===== config.mk =====
export PLATFORM = sky130hd
export DESIGN_NAME = sqd_decoder
export DESIGN_NICKNAME = d
export VERILOG_FILES = /design/src/include/sqd_pkg.sv /design/src/core/sqd_sync.sv /design/src/core/sqd_decoder.sv
export SDC_FILE = /design/constraint.sdc
export NUM_CORES = 1
export LEC_CHECK = 0
export BUFFER_PORTS_ARGS = -buffer_cell sky130_fd_sc_hd__buf_4
export CAP_MARGIN = 20
export CORE_UTILIZATION = 46
export CTS_CLUSTER_SIZE = 8
export DETAILED_ROUTE_END_ITERATION = 8
export PLACE_DENSITY = 0.68
export SETUP_SLACK_MARGIN = 0.02
export SYNTH_ARGS = -nofsm -noshare
export SYNTH_HDL_FRONTEND = slang
export SYNTH_HIERARCHICAL = 1
export SYNTH_SLANG_ARGS = --single-unit

===== constraint.sdc =====
create_clock -name clk -period 4.7 [get_ports clk]
set_clock_uncertainty 0.15 [all_clocks]
set_input_delay 0.47 -clock clk [delete_from_list [all_inputs] [get_ports clk]]
set_output_delay 0.47 -clock clk [all_outputs]
set_load 0.01 [all_outputs]

===== src/include/sqd_pkg.sv =====
// constants shared by the squib command decoder
// assumes a 100 MHz core clock and 16-bit command frames
package sqd_pkg;
    // frame and field layout
    localparam int FRAME_BITS = 16;
    localparam int PAR_BIT = 13;
    localparam int RW_BIT = 12;
    localparam int SWR_BIT = 11;
    localparam int SUB_BIT = 10;
    // command classes in the top two bits
    localparam logic [1:0] CLS_CFG = 2'h0;
    localparam logic [1:0] CLS_DEP = 2'h1;
    localparam logic [1:0] CLS_DIAG = 2'h2;
    localparam logic [1:0] CLS_MON = 2'h3;
    // deployment sub-codes on bits 12..8
    localparam logic [4:0] DEP_ARM = 5'h19;
    localparam logic [4:0] DEP_FIRE = 5'h00;
    // diagnostic sub-codes on bits 11..9
    localparam logic [2:0] DG_OFF = 3'h0;
    localparam logic [2:0] DG_SHORT = 3'h1;
    localparam logic [2:0] DG_RESV = 3'h2;
    localparam logic [2:0] DG_SAFING = 3'h3;
    localparam logic [2:0] DG_RES = 3'h4;
    localparam logic [2:0] DG_HIRES = 3'h5;
    localparam logic [2:0] DG_LSD = 3'h6;
    localparam logic [2:0] DG_HSD = 3'h7;
    // soft reset patterns
    localparam logic [7:0] SR_FIRST = 8'hAA;
    localparam logic [7:0] SR_SECOND = 8'h55;
    // fixed response words
    localparam logic [15:0] RSP_ZERO = 16'h0000;
    localparam logic [15:0] RSP_PARITY = 16'hD000;
    localparam logic [15:0] RSP_LENGTH = 16'hD003;
    localparam logic [15:0] RSP_NOARM = 16'hD005;
    localparam logic [15:0] RSP_BUSY = 16'hD009;
    localparam logic [15:0] RSP_SRDONE = 16'h2003;
    localparam logic [3:0] RSP_SR1_TOP = 4'h1;
    localparam logic [1:0] RSP_SR1_X = 2'h2;
    localparam logic [7:0] RSP_SR1_LOW = 8'h02;
    localparam logic [7:0] RSP_CFG1_LOW = 8'h02;
    // reset values
    localparam logic [1:0] CL_RESET = 2'h0;
    localparam logic [1:0] FEN_RESET = 2'h0;
    // deployment hold time
    localparam int CLK_MHZ = 100;
    localparam int DEPLOY_TIME_US = 2000;
    localparam int DEPLOY_CYCLES = DEPLOY_TIME_US * CLK_MHZ;
    // revision byte, value arbitrary
    localparam logic [7:0] REV_ID = 8'h11;
endpackage


===== src/core/sqd_sync.sv =====
// two-flop synchroniser bank for pins entering the core clock
// assumes nrst is the core asynchronous reset
`timescale 1ns/1ps
module sqd_sync #(
    parameter int W = 1,
    parameter logic [W-1:0] INIT = '0
) (
    // clock and reset
    input wire logic clk,
    input wire logic nrst,
    // pins in, synced out
    input wire logic [W-1:0] din,
    output logic [W-1:0] dout
);
    logic [W-1:0] meta;

    // one pair of flops per bit
    for (genvar i = 0; i < W; i++) begin : g_bit
        always_ff @(posedge clk or negedge nrst) begin
            if (!nrst) begin
                meta[i] <= INIT[i];
                dout[i] <= INIT[i];
            end else begin
                meta[i] <= din[i];
                dout[i] <= meta[i];
            end
        end
    end
endmodule


===== src/core/sqd_decoder.sv =====
// squib serial port command decoder and response builder
// assumes spi mode 0 pins sampled by clk, all pins asynchronous
// Notes on behaviour
// - safing code: 00 below short, 01 between, 11 above open threshold
// - safing and reserve comparators sampled at next chip-select fall
// - reserve voltage code: 00 below low, 01 between, 11 above high
// - lost ground blocks low side drive; high side still driven
// - lost ground on one channel leaves all other channels alone
// - lost ground shows in the low-side driver diagnostic and in monitor reply 1
// - every word except the zero word and 1X02 carries odd parity in bit 13
// - response goes out in the frame after the command
// - reset, reset release, ground loss, bad reference: next word zero
// - parity error answered with D000 next frame
// - wrong clock count answered with D003 next frame
// - fire only after valid arm; otherwise D005
// - command not allowed while deploying answered with D009
// - first pattern answers 1X02 with stored limit; second answers 2003
// - top two bits select configuration, deployment, diagnostic, monitor
// - configuration bit 10 picks current limit/soft reset or latch time
// - diagnostic bits 11..9 pick one of eight diagnostics
// - monitor bits 11..10 pick one of four status replies
// - parity fault describes the frame just before it
// - completed soft reset resets squib and satellite circuits
// - soft reset needs AA then 55 in consecutive frames
// - latched diagnostic results hold until next diagnostic write or soft reset
`timescale 1ns/1ps
module sqd_decoder #(
    parameter int CHANNELS = 8,
    parameter int DEPLOY_CYCLES = sqd_pkg::DEPLOY_CYCLES
) (
    // clock and reset
    input wire logic clk,
    input wire logic nrst,
    // squib serial port pins
    input wire logic sclk,
    input wire logic csN,
    input wire logic mosi,
    output logic miso,
    // comparator and fault inputs
    input wire logic safingAboveShort,
    input wire logic safingAboveOpen,
    input wire logic reserveAboveLow,
    input wire logic reserveAboveHigh,
    input wire logic [CHANNELS-1:0] channelGroundLost,
    input wire logic externalResetN,
    input wire logic referenceResistorBad,
    // control outputs
    output logic softResetPulse,
    output logic [1:0] currentLimitSelect,
    output logic [1:0] fenLatchTime,
    output logic armed,
    output logic deployActive,
    output logic [CHANNELS-1:0] highSideDrive,
    output logic [CHANNELS-1:0] lowSideDrive,
    // diagnostic control and results
    output logic diagStart,
    output logic [2:0] diagMode,
    output logic [2:0] diagChannel,
    output logic [1:0] diagResult
);
    localparam int NS = 9 + CHANNELS;
    localparam int DW = $clog2(DEPLOY_CYCLES + 1);

    typedef enum logic [1:0] {
        ST_IDLE = 2'b01,
        ST_FRAME = 2'b10
    } sqd_frame_e;

    typedef struct packed {
        sqd_frame_e frame;
        logic prevSclk;
        logic prevCs;
        logic [4:0] bitCount;
        logic [15:0] rxShift;
        logic [15:0] txShift;
        logic miso;
        logic [15:0] respWord;
        logic respCode;
        logic respSample;
        logic zeroPending;
        logic [CHANNELS-1:0] groundSeen;
        logic extSeen;
        logic rrefSeen;
        logic aaSeen;
        logic armed;
        logic [1:0] currentLimit;
        logic [1:0] fenLatch;
        logic [DW-1:0] deployCount;
        logic deployOn;
        logic [CHANNELS-1:0] highSide;
        logic [CHANNELS-1:0] lowSide;
        logic softReset;
        logic diagStart;
        logic [2:0] diagMode;
        logic [2:0] diagChannel;
        logic [1:0] diagResult;
    } sqd_state_s;

    sqd_state_s s;
    sqd_state_s next_s;
    logic [NS-1:0] syncOut;
    logic zeroEvent;
    logic sclkS, csS, mosiS, extS, rrefS;
    logic safShortS, safOpenS, resLoS, resHiS;
    logic [CHANNELS-1:0] groundS;
    logic csFall, csRise, sclkRise, sclkFall;
    logic [15:0] cmd;
    logic [15:0] loadWord;
    logic [1:0] liveResult;
    logic goodFrame;

    // every pin passes two flops; idle-high pins (reset release, select) reset high
    sqd_sync #(
        .W(NS),
        .INIT({{CHANNELS{1'b0}}, 9'h084})
    ) u_sync (
        .clk(clk),
        .nrst(nrst),
        .din({channelGroundLost, referenceResistorBad, externalResetN,
              reserveAboveHigh, reserveAboveLow, safingAboveOpen,
              safingAboveShort, csN, sclk, mosi}),
        .dout(syncOut)
    );
    assign {groundS, rrefS, extS, resHiS, resLoS, safOpenS, safShortS, csS, sclkS, mosiS} =
        syncOut;

    // edges of the synced link signals
    assign csFall = s.prevCs && !csS;
    assign csRise = !s.prevCs && csS;
    assign sclkRise = !s.prevSclk && sclkS;
    assign sclkFall = s.prevSclk && !sclkS;
    assign cmd = s.rxShift;
    assign goodFrame = (s.bitCount == 5'(sqd_pkg::FRAME_BITS)) && (^cmd);
    // reset-like events: ground loss, reset release, bad reference
    assign zeroEvent = (|(groundS & ~s.groundSeen)) || (extS && !s.extSeen) ||
                       (rrefS && !s.rrefSeen);

    // live comparator code for the pending diagnostic
    always_comb begin
        case (s.diagMode)
            sqd_pkg::DG_SAFING: liveResult = {safOpenS, safOpenS | safShortS};
            sqd_pkg::DG_RESV: liveResult = {resHiS, resHiS | resLoS};
            sqd_pkg::DG_LSD: liveResult = {1'b0, groundS[s.diagChannel]};
            default: liveResult = 2'h0;
        endcase
    end

    // word loaded at the start of a frame
    always_comb begin
        loadWord = s.respWord;
        if (s.respSample) begin
            loadWord[1:0] = liveResult;
        end
        if (!s.respCode) begin
            loadWord[sqd_pkg::PAR_BIT] = ~^{loadWord[15:14], loadWord[12:0]};
        end
        if (s.zeroPending) begin
            loadWord = sqd_pkg::RSP_ZERO;
        end
    end

    // next state of the whole block
    always_comb begin
        next_s = s;
        next_s.prevSclk = sclkS;
        next_s.prevCs = csS;
        next_s.softReset = 1'b0;
        next_s.diagStart = 1'b0;
        // reset-like events force a zero word
        next_s.groundSeen = groundS;
        next_s.extSeen = extS;
        next_s.rrefSeen = rrefS;
        // deployment timer; per channel low side dropped on lost ground
        if (s.deployCount != '0) begin
            next_s.deployCount = s.deployCount - DW'(1);
        end else begin
            next_s.highSide = '0;
            next_s.lowSide = '0;
        end
        next_s.lowSide = next_s.lowSide & ~groundS;
        case (s.frame)
            ST_IDLE: begin
                if (csFall) begin
                    next_s.frame = ST_FRAME;
                    next_s.bitCount = 5'h00;
                    next_s.txShift = loadWord;
                    next_s.miso = loadWord[15];
                    next_s.zeroPending = 1'b0;
                    if (s.respSample) begin
                        next_s.diagResult = liveResult;
                        next_s.respSample = 1'b0;
                    end
                end
            end
            ST_FRAME: begin
                if (sclkRise) begin
                    next_s.rxShift = {s.rxShift[14:0], mosiS};
                    if (s.bitCount != 5'h1F) begin
                        next_s.bitCount = s.bitCount + 5'h01;
                    end
                end
                if (sclkFall) begin
                    next_s.txShift = {s.txShift[14:0], 1'b0};
                    next_s.miso = s.txShift[14];
                end
                if (csRise) begin
                    next_s.frame = ST_IDLE;
                    next_s.aaSeen = 1'b0;
                    next_s.respCode = 1'b0;
                    next_s.respWord = {cmd[15:8], 8'h00};
                    if (s.bitCount != 5'(sqd_pkg::FRAME_BITS)) begin
                        next_s.respWord = sqd_pkg::RSP_LENGTH;
                        next_s.respCode = 1'b1;
                    end else if (!(^cmd)) begin
                        next_s.respWord = sqd_pkg::RSP_PARITY;
                        next_s.respCode = 1'b1;
                    end else if ((s.deployCount != '0) &&
                                 (cmd[15:14] == sqd_pkg::CLS_CFG ||
                                  cmd[15:14] == sqd_pkg::CLS_DIAG)) begin
                        next_s.respWord = sqd_pkg::RSP_BUSY;
                        next_s.respCode = 1'b1;
                    end else begin
                        case (cmd[15:14])
                            sqd_pkg::CLS_CFG: begin
                                if (!cmd[sqd_pkg::SUB_BIT]) begin
                                    if (cmd[sqd_pkg::RW_BIT] && cmd[sqd_pkg::SWR_BIT] &&
                                        cmd[7:0] == sqd_pkg::SR_FIRST) begin
                                        next_s.aaSeen = 1'b1;
                                        next_s.respWord = {sqd_pkg::RSP_SR1_TOP,
                                            sqd_pkg::RSP_SR1_X, s.currentLimit,
                                            sqd_pkg::RSP_SR1_LOW};
                                        next_s.respCode = 1'b1;
                                    end else if (cmd[sqd_pkg::RW_BIT] && cmd[sqd_pkg::SWR_BIT] &&
                                                 cmd[7:0] == sqd_pkg::SR_SECOND && s.aaSeen) begin
                                        next_s.respWord = sqd_pkg::RSP_SRDONE;
                                        next_s.respCode = 1'b1;
                                        next_s.softReset = 1'b1;
                                        next_s.currentLimit = sqd_pkg::CL_RESET;
                                        next_s.fenLatch = sqd_pkg::FEN_RESET;
                                        next_s.armed = 1'b0;
                                        next_s.deployCount = '0;
                                        next_s.highSide = '0;
                                        next_s.lowSide = '0;
                                        next_s.diagResult = 2'h0;
                                        next_s.respSample = 1'b0;
                                    end else begin
                                        if (cmd[sqd_pkg::RW_BIT] && !cmd[sqd_pkg::SWR_BIT]) begin
                                            next_s.currentLimit = cmd[9:8];
                                        end
                                        next_s.respWord = {3'h0, cmd[12:11], 1'b0,
                                            next_s.currentLimit, sqd_pkg::RSP_CFG1_LOW};
                                    end
                                end else begin
                                    if (cmd[sqd_pkg::RW_BIT]) begin
                                        next_s.fenLatch = cmd[9:8];
                                    end
                                    next_s.respWord = {3'h0, cmd[12], 2'h1,
                                        next_s.fenLatch, 8'h00};
                                end
                            end
                            sqd_pkg::CLS_DEP: begin
                                if (cmd[12:8] == sqd_pkg::DEP_ARM) begin
                                    next_s.armed = 1'b1;
                                end else if (cmd[12:8] == sqd_pkg::DEP_FIRE) begin
                                    if (s.armed) begin
                                        next_s.armed = 1'b0;
                                        next_s.highSide = cmd[CHANNELS-1:0];
                                        next_s.lowSide = cmd[CHANNELS-1:0] & ~groundS;
                                        next_s.deployCount = DW'(DEPLOY_CYCLES);
                                        next_s.respWord = cmd;
                                    end else begin
                                        next_s.respWord = sqd_pkg::RSP_NOARM;
                                        next_s.respCode = 1'b1;
                                    end
                                end else begin
                                    next_s.armed = 1'b0;
                                end
                            end
                            sqd_pkg::CLS_DIAG: begin
                                if (cmd[sqd_pkg::RW_BIT]) begin
                                    next_s.diagMode = cmd[11:9];
                                    next_s.diagChannel = cmd[2:0];
                                    next_s.diagStart = 1'b1;
                                    next_s.respSample = 1'b1;
                                end else begin
                                    next_s.respWord[1:0] = s.diagResult;
                                end
                            end
                            sqd_pkg::CLS_MON: begin
                                case (cmd[11:10])
                                    2'h0: next_s.respWord[7:0] = {6'h00,
                                        s.deployCount != '0, s.armed};
                                    2'h1: next_s.respWord[7:0] = 8'(groundS);
                                    2'h2: next_s.respWord[7:0] = {4'h0, s.fenLatch,
                                        s.currentLimit};
                                    default: next_s.respWord[7:0] = sqd_pkg::REV_ID;
                                endcase
                            end
                            default: next_s.respWord = cmd;
                        endcase
                    end
                end
            end
            default: next_s.frame = ST_IDLE;
        endcase
        // event wins over the clear at a frame start
        if (zeroEvent) begin
            next_s.zeroPending = 1'b1;
        end
        next_s.deployOn = next_s.deployCount != '0;
    end

    // the single state register
    always_ff @(posedge clk or negedge nrst) begin
        if (!nrst) begin
            s <= '0;
            s.frame <= ST_IDLE;
            s.prevCs <= 1'b1;
            s.prevSclk <= 1'b0;
            s.extSeen <= 1'b1;
            s.respCode <= 1'b1;
            s.currentLimit <= sqd_pkg::CL_RESET;
            s.fenLatch <= sqd_pkg::FEN_RESET;
        end else begin
            s <= next_s;
        end
    end

    // outputs straight from the state register
    assign miso = s.miso;
    assign softResetPulse = s.softReset;
    assign currentLimitSelect = s.currentLimit;
    assign fenLatchTime = s.fenLatch;
    assign armed = s.armed;
    assign deployActive = s.deployOn;
    assign highSideDrive = s.highSide;
    assign lowSideDrive = s.lowSide;
    assign diagStart = s.diagStart;
    assign diagMode = s.diagMode;
    assign diagChannel = s.diagChannel;
    assign diagResult = s.diagResult;
endmodule


# Word level (Yosys, flattened, before mapping)
# Cells that the tools add are included.
[totals] register_bits=155 latch_bits=0 ramBits=0 romBits=0 input_bits=19 out_inout_bits=33 wordCells=261 n_memories=0
[classes] addsub=2 n_mul=0 div_mod_pow=0 magnitude_cmp=1 n_eq_ne=37 n_shift=0 muxes=102 bitwise=11 reduce_logical=47
[op_table] operator="16-bit 2-to-1 mux" count=9
[op_table] operator="17-bit 2-to-1 mux" count=8
[op_table] operator="18-bit 2-to-1 mux" count=7
[op_table] operator="26-bit 2-to-1 mux" count=4
[op_table] operator="24-bit 2-to-1 mux" count=4
[op_table] operator="16-bit one-hot mux with 2 select lines" count=2
[op_table] operator="2-bit 2-to-1 mux" count=27
[op_table] operator="18-bit one-hot mux with 2 select lines" count=1
[op_table] operator="18-bit nonzero test" count=2
[op_table] operator="2-bit inequality test, second input constant" count=16
[op_table] operator="8-bit AND" count=3
[op_table] operator="8-bit one-hot mux with 3 select lines" count=1
[op_table] operator="23-bit 2-to-1 mux" count=1
[op_table] operator="11-bit AND reduction" count=2
[op_table] operator="21-bit 2-to-1 mux" count=1
[op_table] operator="20-bit 2-to-1 mux" count=1
[op_table] operator="6-bit one-hot mux with 3 select lines" count=1
[op_table] operator="18-bit by 1-bit subtractor with 18-bit output, second input constant" count=1
[op_table] operator="1-bit 2-to-1 mux" count=16
[op_table] operator="8-bit NOT" count=2
[op_table] operator="8-bit one-hot mux with 2 select lines" count=1
[op_table] operator="8-bit AND reduction" count=2
[op_table] operator="16-bit parity" count=1
[op_table] operator="15-bit 2-to-1 mux" count=1
[op_table] operator="37 further kinds" count=86

# Depth between registers and ports, before layout
# Gate-level depths: netlist (run 1).
[logic_depth] ltp_word=21 mapped_depth=12 depth_no_buf=9

# Cells and area by module
# The synthesis (run 1) kept the hierarchy.
[by_module_without_submodules] mod="sqd_decoder" instances=1 cells_per_inst=718 area_per_inst_um2=6801.5 seq_area_each_um2=3032.9
[by_module_without_submodules] mod="sqd_sync" instances=1 cells_per_inst=34 area_per_inst_um2=855.8 seq_area_each_um2=855.8

# Worst setup path before layout (run 1)
# No wires, ideal clock.
[synth_path] path_type="flip-flop to flip-flop" start="register s, in the netlist cmd[10]" end="register s, in the netlist diagMode[1]" setup_time_ns=0.128 arrival_time_ns=2.878 required_ns=4.422 setup_slack_ns=1.545 path_stages_with_launch=11 n_path_buf=2 synth_period_minus_slack_ns=3.155 cell_sequence="dfrtp_1 clkinv_1 ha_1 xor2_1 xnor3_1 xnor2_1 and3_1 buf_4 and3_1 buf_4 mux2_1"
[synth_via] elab_chain_len=2
[synth_lines] item="from (decl)" line="sqd_decoder.sv:99" source="sqd_state_s s;"
[synth_lines] item="from (signal assigned)" line="sqd_decoder.sv:325" source="s <= next_s;"
[synth_lines] item="16-bit parity" line="sqd_decoder.sv:214" source="end else if (!(^cmd)) begin"
[synth_lines] item="7-bit AND reduction (no source line)"
# Parallel ways exist; a longest one is shown, timed or not.
# A chain may end at the register's enable or synchronous reset.

==> results of run 1 <==
## logic make-up (layout without fill, tap and decap cells)
group           after synthesis  after routing  synth area share (%)
simple gates                253            253                  16.7
compound gates              177            177                  15.8
flops                       155            155                  50.8
buf+inv                      95            149                  6.45
xor+xnor                     35             35                  4.36
fa+ha+maj                    23             23                  3.76
mux                          14             14                  2.12
## cell type report
| class | instances | area [sq um] | share of cell area, % |
|---|---|---|---|
| multi-input combinational | 502 | 3290 | 37.4 |
| clock buffer | 18 | 439 | 4.99 |
| sequential | 155 | 3890 | 44.2 |
| clock inverter | 14 | 126 | 1.44 |
| timing repair buffer | 80 | 649 | 7.38 |
| inverter | 37 | 139 | 1.58 |
| tap | 216 | 270 | 3.07 |
## how the worst max path moves through the flow
stage	slack, ns	startpoint	end	cells past startpoint
detailed placement	0.86	cmd[10]	highSideDrive[7]	9
finish	0.79	cmd[10]	highSideDrive[7]	9
global placement	0.98	cmd[10]	highSideDrive[7]	9
floorplan	1.54	cmd[10]	diagMode[1]	10
global route	0.53	cmd[10]	highSideDrive[7]	9
CTS	0.83	cmd[10]	highSideDrive[7]	9
## critical path: cells and delay by family, from the launching register on
kind            cells  cell delay (ns)
buf+inv             1             0.34
simple gates        3             1.04
flops               1             0.53
xor+xnor            3             1.07
compound gates      1             0.28
fa+ha+maj           1             0.40
## synth_stat cells (all sizes together), types with 7 or more instances
master    n  area (sq um)
ha       23           288
nand4     7          50.1
a31oi    10          62.6
nor2b     8          50.1
a22o      7          61.3
or3       8          50.1
nor3     17           119
a22oi    16           120
inv      36           135
mux2      8          90.1
dfstp     8           210
nand3    16          90.1
o21ai    57           300
a21oi    25           129
xnor2    24           210
dfrtp   147          3680
nor3b     9          67.6
clkbuf   21          80.1
o22ai     7          43.8
nor2     57           214
xor2      9          78.8
nand2b    7          43.8
nand2    97           364
buf      37           275
## flip-flops by register name (all words and copies together), names as in the netlist, 2 cells and up
register	cells
u_sync/meta	17
highSideDrive	8
diagResult	2
u_sync/dout	17
cmd	16
diagChannel	3
lowSideDrive	8
currentLimitSelect	2
fenLatchTime	2
s	72
diagMode	3
## per-stage QoR
step                power (uW)  setup WS, ns  cell area, sq um  util, %
floorplan                 1550          1.54              7660        -
global placement          1630         0.975              8060     50.2
detailed placement        1630         0.864              8060     50.2
CTS                       2960         0.829              8800     54.8
global route              3050         0.527              8800     54.8
finish                    2950         0.785              8800     54.8
## repair_timing
action / in CTS / in global routing
resized for setup: 0 / 0
endpoints found under the hold margin: 26 / 0
hold buffers: 18 / 0
## power by group
group / internal, uW / switching [uW] / leakage, uW
sequential: 1380 / 38.9 / 0.00203
clock: 710 / 612 / 0.000274
combinational: 92.0 / 114 / 0.00163
total: 2180 / 765 / 0.00393
## routing by layer
metal / wire, microns / GRT usage (%)
met1: 8750 / 33.4
met2: 9490 / 39.9
met3: 991 / 5.05
met4: 411 / 9.74
met5: 0 / 0
==> flow_metrics.tcl, run 1 <==
set metrics [dict create \
    track_usage_pct 24.9 \
    max_slew.worst_pin.slew_ns 0.831 \
    floorplan.die.width_microns 131 \
    crit_arrival_ns 4.09 \
    rsz0062_at_grt "no" \
    antenna_violations_before_repair 0 \
    die_footprint_sq_um 17200 \
    critical_path_cell_by_cell "clkinv_1 > ha_1 > xor2_1 > xnor3_1 > xnor2_1 > nand4_2 > nor3_4 > nor2_1 > a22o_1" \
    ys.warnings.count 6 \
    static-leakage-power_uw 0.00393 \
    mostFrequentLayoutCells "dfrtp_1 (147), nand2_1 (97), buf_4 (61)" \
    antennaDiodeCount 0 \
    synth.yosys.seq_area_share_pct 50.8 \
    crit_path_max_incr_delay_ns 0.59 \
    crit-reg2reg-launch "cmd[10]" \
    effective_utilization_at_floorplan_pct 47.7 \
    drt_pass1_iterations 5 \
    cts-root-buf "clkbuf_16" \
    route.antenna.remaining_nets 0 \
    worstHoldPathType "reg -> reg" \
    worst_voltage_drop_across_the_vdd_grid_uv 284 \
    postCtsSetupRepairBufs 0 \
    setup_tns_ns 0 \
    grt_max_degree 91 \
    vias_after_detailed_routing 5855 \
    core_region_area_sq_um 16100 \
    routed_via_density 5.73 \
    grt_pass1_wl_microns 31500 \
    finalMaxSlewViolations 0 \
    achievable-frequency_mhz 255 \
    grt.overflow.total 0 \
    outcome "finished clean" \
    place.gp.congestion 0.906 \
    synthCells 752 \
    whs_ns 0.198 \
    final.period_utilization_pct 83.3 \
    crit_type "reg -> reg" \
    critical_path.reg2reg.endpoint "highSideDrive[7]" \
    syn-mean-instance-area_sq_um 10.2 \
    synth_enable_flop_cells 0 \
    synthesis.nets 794 \
    finish.net_count 835 \
    area_growth_pct 14.9 \
    port-buffer-count 51 \
    worst_setup_path_end_kind "flip-flop" \
    critical-path-slowest-cell "nor3_4" \
    max-clock-path-buffers 2 \
    detail_route.iter0.violations 563 \
    cts.reportedPaths.clkPinSlew_ns 0.07 \
    place_inst 972 \
    synthDistinctLibCells 82 \
    cap_violations 0 \
    setup_violations 0 \
    final_std_cells_w_o_fill 1022 \
    fp.dieH_microns 131 \
    worst_hold_path_cell_count 0 \
    top_level_ports 52 \
    max_slew_margin_pct 44.6 \
    per_cell_routed_wire_length_microns 19.2 \
    r2r.worst_path.cells 9 \
    fraction_of_final_layout_cells_with_drive_strength_greater_than_1_pct 15.8 \
    postSynth.asyncResetShare_pct 100 \
    clock_sink_count 155 \
    numCtsBuffers 17 \
    powerDensity_nw_per_um2 335 \
    synth_ff_type "dfrtp_1" \
    most_frequent_standard_cell_in_the_layout_excluding_fill_and_tap_cells "dfrtp_1" \
    critical_path_required_ns 4.88 \
    rows 46 \
    postRouteWirelength_microns 19600 \
    setup.worst_path.start_class "flip-flop" \
    detailed_route_drc_error_count 0 \
    timing.reg2reg.setup_slack_ns 0.79 \
    worst_hold_path.endpoint "u_sync/dout[10]" \
    post-dp-hpwl_microns 13900 \
    clk-insertion-delay-late_ns 0.44 \
    cts_tree "yes" \
    cts.htree.levels 4 \
    synth_area_sq_um 7660 \
    num-fill-cells 1397 \
    ys_seq_elements 155 \
    grt_pass1_vias 5668 \
    fin_crit_ns 3.91 \
    hold_path_startpoint "u_sync/meta[10]" \
    critical_path_peak_fanout 14 \
    hold_violations 0 \
]
(Power assumes the default switching activity.)
==> inputs of run 2 (changes only) <==
PLACE_DENSITY = 0.71   (was 0.68)
clock period = 3.3 ns   (was 4.7 ns; I/O delays follow)
==> flow_metrics.tcl, run 2 (same netlist as run 1, synthesis figures left out) <==
set metrics [dict create \
    critical_path_peak_fanout 8 \
    mostFrequentLayoutCells "dfrtp_1 (147), nand2_1 (97), buf_4 (82)" \
    critical-path-slowest-cell "or4b_4" \
    utilization_pct 56.6 \
    rows 46 \
    floorplan.die.width_microns 131 \
    clk-insertion-delay-late_ns 0.43 \
    regArea_sq_um 3890 \
    worst_voltage_drop_across_the_vdd_grid_uv 361 \
    rsz0062_at_grt "no" \
    per_cell_routed_wire_length_microns 18.4 \
    setup_violations 0 \
    max-clock-path-buffers 2 \
    outcome "finished clean" \
    detailed_route_drc_error_count 0 \
    grt_pass1_vias 5691 \
    path_delay_family "simple AND/OR/NAND/NOR gates" \
    route.antenna.remaining_nets 0 \
    cts.reportedPaths.clkPinSlew_ns 0.06 \
    layout_top_registers "s (72), u_sync/dout (17), u_sync/meta (17)" \
    vias_after_detailed_routing 5848 \
    postRouteWirelength_microns 19300 \
    antennaDiodeCount 0 \
    grt_max_degree 75 \
    critical_path_required_ns 3.47 \
    final.period_utilization_pct 95.4 \
    num-fill-cells 1338 \
    cap_violations 0 \
    finish.net_count 859 \
    finalMaxSlewViolations 0 \
    fin_crit_ns 3.15 \
    worstHoldPathType "reg -> reg" \
    crit_type "reg -> reg" \
    hold_violations 0 \
    static-leakage-power_uw 0.00410 \
    whs_ns 0.196 \
    top_level_ports 52 \
    grt.overflow.total 0 \
    track_usage_pct 24.5 \
    die_footprint_sq_um 17200 \
    effective_utilization_at_floorplan_pct 47.7 \
    port-buffer-count 51 \
    report.power.total_uw 4430 \
    place.gp.congestion 0.941 \
    drt_pass1_iterations 7 \
    critPathBufInv 0 \
    routed_via_density 5.60 \
    largest-register "s" \
    antenna_violations_before_repair 0 \
    core_region_area_sq_um 16100 \
    postCtsSetupRepairBufs 0 \
    fp.dieH_microns 131 \
    detail_route.iter0.violations 627 \
    clock_sink_count 155 \
    multi_input_gate_area_in_the_final_layout_sq_um 3300 \
    max_slew.worst_pin.slew_ns 0.689 \
    numCtsBuffers 17 \
    critical_path_cell_by_cell "or4_4 > or4b_4 > o21ai_4 > and3_1 > and3_1 > mux2_1" \
    critical-path-top-cell-by-count "and3_1" \
    crit_path_max_incr_delay_ns 0.63 \
    fraction_of_final_layout_cells_with_drive_strength_greater_than_1_pct 18.1 \
    setup_tns_ns 0 \
    flip_flop_count_of_the_largest_register_all_copies_and_words_added 72 \
    cts-root-buf "clkbuf_16" \
    powerDensity_nw_per_um2 487 \
    worst_setup_path_end_kind "flip-flop" \
    most_frequent_standard_cell_in_the_layout_excluding_fill_and_tap_cells "dfrtp_1" \
    setup.worst_path.start_class "flip-flop" \
    max_slew_margin_pct 54.1 \
    area_growth_pct 18.8 \
    cts_tree "yes" \
    cts.htree.levels 4 \
    place_inst 996 \
    crit_arrival_ns 3.31 \
    grt_pass1_wl_microns 31000 \
    achievable-frequency_mhz 318 \
    final_std_cells_w_o_fill 1045 \
    post-dp-hpwl_microns 13600 \
]
[run 2: changes by cell type in the layout (fill, tap and decap cells not counted), sizes merged]
cell,previous run,this run
clkinvlp,2,1
inv,45,38
buf,62,86
clkbuf,18,19
bufinv,0,4
clkinv,4,6
[run 2: worst paths after layout]
check,to,depth (start not counted),slack [ns],startpoint
worst max-delay path,diagMode[1],6,0.15,s[32]
worst min-delay path,u_sync/dout[1],0,0.20,u_sync/meta[1]
worst max register to register,diagMode[1],6,0.15,s[32]
worst min register to register,u_sync/dout[1],0,0.20,u_sync/meta[1]
max in group asynchronous,s[86],3,1.84,nrst
min in group asynchronous,s[115],2,0.35,nrst
[run 2: layout make-up]
| class | count | share of cell area (%) |
|---|---|---|
| flip-flops and latches | 155 | 42.8 |
| multi-input cells | 502 | 36.3 |
| repair buffers | 104 | 9.53 |
| clock buffers | 19 | 4.87 |
| well taps | 216 | 2.97 |
| clock inverters | 12 | 2.08 |
| inverters | 37 | 1.53 |
[run 2: report_power, final]
part | switching [uW] | internal [uW]
clock network | 798 | 1290
registers | 45.9 | 1970
logic | 175 | 150
[run 2: what timing repair did]
action	CTS	global route
endpoints found under the setup margin	9	3
gates cloned	0	0
endpoints found under the hold margin	84	0
hold buffers	18	0
resized for setup	1	1
[run 2: per-layer routing]
metal | track usage, % | vias to the layer above | routed length (microns)
met4 | 8.72 | 0 | 481
met5 | 0 | - | 0
met3 | 6.96 | 32 | 1550
li1 | - | 2753 | -
met2 | 36.3 | 218 | 8720
met1 | 34.4 | 2845 | 8500
[run 2: per-stage QoR]
stage	setup WS (ns)	area, sq um
floorplan	0.145	7660
global placement	0.0521	8270
detailed placement	0.0130	8270
CTS	0.162	9090
global route	0.0257	9100
finish	0.151	9100
==> inputs of run 3 (changes only) <==
PLACE_DENSITY = 0.68   (was 0.71)
SYNTH_HIERARCHICAL = unset   (was 1)
clock period = 3.6 ns   (was 3.3 ns; I/O delays follow)
==> flow_metrics.tcl, run 3 <==
set metrics [dict create \
    outcome "finished clean" \
    antenna_violations_before_repair 0 \
    ys_seq_elements 155 \
    synth_top_area_share_pct 48.0 \
    layout_top_registers "s (72), u_sync.dout (17), u_sync.meta (17)" \
    synthDistinctLibCells 82 \
    syn-mean-instance-area_sq_um 10.2 \
    power.internal_uw 2940 \
    per_cell_routed_wire_length_microns 18.9 \
    grt.met3_usage_pct 5.42 \
    power_switching_share_pct 25.6 \
    gr-usage-met1_pct 33.0 \
    worst_hold_path_cell_count 0 \
    critical_path_cell_by_cell "or4_4 > or4b_1 > o21a_4 > nor4_4 > o21ai_2 > a21oi_2 > a311oi_1" \
    routed_via_density 5.73 \
    hold_path_startpoint "u_sync.meta[5]" \
    post-dp-hpwl_microns 14100 \
    cap_violations 0 \
    antennaDiodeCount 0 \
    crit-reg2reg-launch "s[32]" \
    clock_share_of_power_pct 46.4 \
    synthesis.nets 794 \
    grt_max_degree 99 \
    route.antenna.remaining_nets 0 \
    place.gp.congestion 0.920 \
    finish.net_count 846 \
    cts.htree.levels 4 \
    synth-compound-area-share_pct 15.8 \
    port-buffer-count 51 \
    hold_violations 0 \
    worstHoldPathType "reg -> reg" \
    detail_route.iter0.violations 520 \
    worst_setup_path_end_kind "flip-flop" \
    clk-insertion-delay-late_ns 0.43 \
    floorplan.die.width_microns 131 \
    postCtsResizedCells 0 \
    flip_flop_count_of_the_largest_register_all_copies_and_words_added 72 \
    synth_area_sq_um 7660 \
    synth_top_family_by_area "simple AND/OR/NAND/NOR gates" \
    postRouteWirelength_microns 19500 \
    postSynth.asyncResetShare_pct 100 \
    cts.reportedPaths.clkPinSlew_ns 0.07 \
    achievable-frequency_mhz 297 \
    synth_enable_flop_cells 0 \
    critical_path_peak_fanout 8 \
    rows 46 \
    crit_arrival_ns 3.50 \
    crit_type "reg -> reg" \
    worst_hold_path.endpoint "u_sync.dout[5]" \
    ys_top_cells_by_area "dfrtp_1 (48%), nand2_1 (4.8%), ha_1 (3.8%)" \
    grt.overflow.total 0 \
    setup_violations 0 \
    synth_ff_type "dfrtp_1" \
    fraction_of_final_layout_cells_with_drive_strength_greater_than_1_pct 16.9 \
    powerDensity_nw_per_um2 443 \
    cts_tree "yes" \
    synthCells 752 \
    detailedPlace.worstSlack_ns 0.283 \
    synth_largest_area_cell "dfrtp_1" \
    timing.reg2reg.setup_slack_ns 0.24 \
    num-fill-cells 1389 \
    final.period_utilization_pct 93.4 \
    max-clock-path-buffers 2 \
    max_slew.worst_pin.slew_ns 0.891 \
    effective_utilization_at_floorplan_pct 47.7 \
    grt-busiest-layer "met2" \
    finalMaxSlewViolations 0 \
    critical-path-slowest-cell "or4b_1" \
    synth_xor_xnor_area_share_pct 4.36 \
    postCtsSetupRepairBufs 0 \
    fp.dieH_microns 131 \
    sequential_cell_fraction_of_total_power_pct 46.6 \
    detailed_route_drc_error_count 0 \
    holdBufCountCts 18 \
    grt_pass1_vias 5828 \
    critPathBufInv 0 \
    critical_path.reg2reg.endpoint "lowSideDrive[6]" \
    synth-adder-area-share_pct 3.76 \
    synth_simple_gate_area_share_pct 16.7 \
    netlist_top_cells_count "dfrtp_1 (147), nand2_1 (97), nor2_1 (57), o21ai_0 (47), inv_1 (36)" \
    track_usage_pct 24.8 \
    critical_path_required_ns 3.74 \
    numCtsBuffers 17 \
    vias_after_detailed_routing 5914 \
    die_footprint_sq_um 17200 \
    ys.warnings.count 0 \
    drt_pass1_iterations 5 \
    clock_sink_count 155 \
    static-leakage-power_uw 0.00402 \
    rsz0062_at_grt "no" \
    setup_tns_ns 0 \
    synth.most_common_cell "dfrtp_1" \
    switchingPower_uw 1010 \
    global_route.usage.met2_pct 39.1 \
    path_delay_family "simple AND/OR/NAND/NOR gates" \
    pwr-share-comb_pct 7.0 \
    mostFrequentLayoutCells "dfrtp_1 (147), nand2_1 (97), buf_4 (71)" \
    max_slew_margin_pct 40.6 \
    r2r.worst_path.cells 7 \
    setup.worst_path.start_class "flip-flop" \
    grt_pass1_wl_microns 31500 \
    core_region_area_sq_um 16100 \
    cts-root-buf "clkbuf_16" \
    synth.yosys.seq_area_share_pct 50.8 \
    worst_voltage_drop_across_the_vdd_grid_uv 350 \
    crit_path_max_incr_delay_ns 0.75 \
    area_growth_pct 16.7 \
    largest-register "s" \
    fin_crit_ns 3.36 \
    most_frequent_standard_cell_in_the_layout_excluding_fill_and_tap_cells "dfrtp_1" \
    post-route-worst-setup-slack_ns 0.237 \
    top_level_ports 52 \
    yosys-mux-area-fraction_pct 2.12 \
]
[run 3: cell types whose count changed in the layout (fill, tap and decap cells not counted), moves of 2 or more]
cell	before	now
clkinv_4	5	0
bufinv_16	4	1
buf_4	82	71
inv_6	2	5
buf_12	3	1
inv_8	0	5
clkinv_8	0	2
[run 3: cells by family after synthesis]
logic type	count (synthesis)
AND/OR/NAND/NOR	253
AO/OA/AOI/OAI	177
flip-flops	155
buffers and inverters	95
XOR/XNOR	35
adder cells (fa/ha/maj)	23
multiplexers	14
[run 3: worst max-delay path by stage]
stage / endpoint / cells after the start / startpoint
after CTS: lowSideDrive[6] / 7 / s[32]
after global routing: lowSideDrive[4] / 7 / s[32]
after detailed placement: lowSideDrive[6] / 7 / s[32]
after global placement: diagChannel[1] / 6 / s[32]
after floorplan: diagMode[1] / 10 / cmd[10]
final: lowSideDrive[6] / 7 / s[32]
[run 3: metrics by stage]
stage	total power, uW	util, %	hold WS [ns]	instances	cell area (sq um)
2_1_floorplan	2020	-	-0.0856	752	7660
6_report	3960	55.7	0.198	1033	8940
3_5_place_dp	2140	50.8	0.185	983	8150
4_1_cts	4000	55.7	0.201	1033	8940
3_3_place_gp	2130	50.8	0.183	983	8150
5_1_grt	4110	55.7	0.208	1033	8940
[run 3: power groups by stage]
stage	combinational, uW	clock [uW]	sequential [uW]
after floorplan	159	0	1860
after global placement	255	0	1870
after detailed placement	261	0	1880
after CTS	280	1870	1840
after global routing	305	1960	1850
final	278	1840	1840
[run 3: layout make-up]
cell class | count | area [sq um] | area share, %
timing repair buffer | 91 | 744 | 8.33
sequential | 155 | 3890 | 43.5
clock buffer | 18 | 439 | 4.91
multi-input combinational | 502 | 3290 | 36.8
tap | 216 | 270 | 3.02
clock inverter | 14 | 170 | 1.90
inverter | 37 | 139 | 1.55
[run 3: routing by layer]
metal | part of all wire, % | routed length [microns]
met1 | 44 | 8620
met2 | 47 | 9120
met3 | 5.3 | 1030
met4 | 3.7 | 725
met5 | 0 | 0
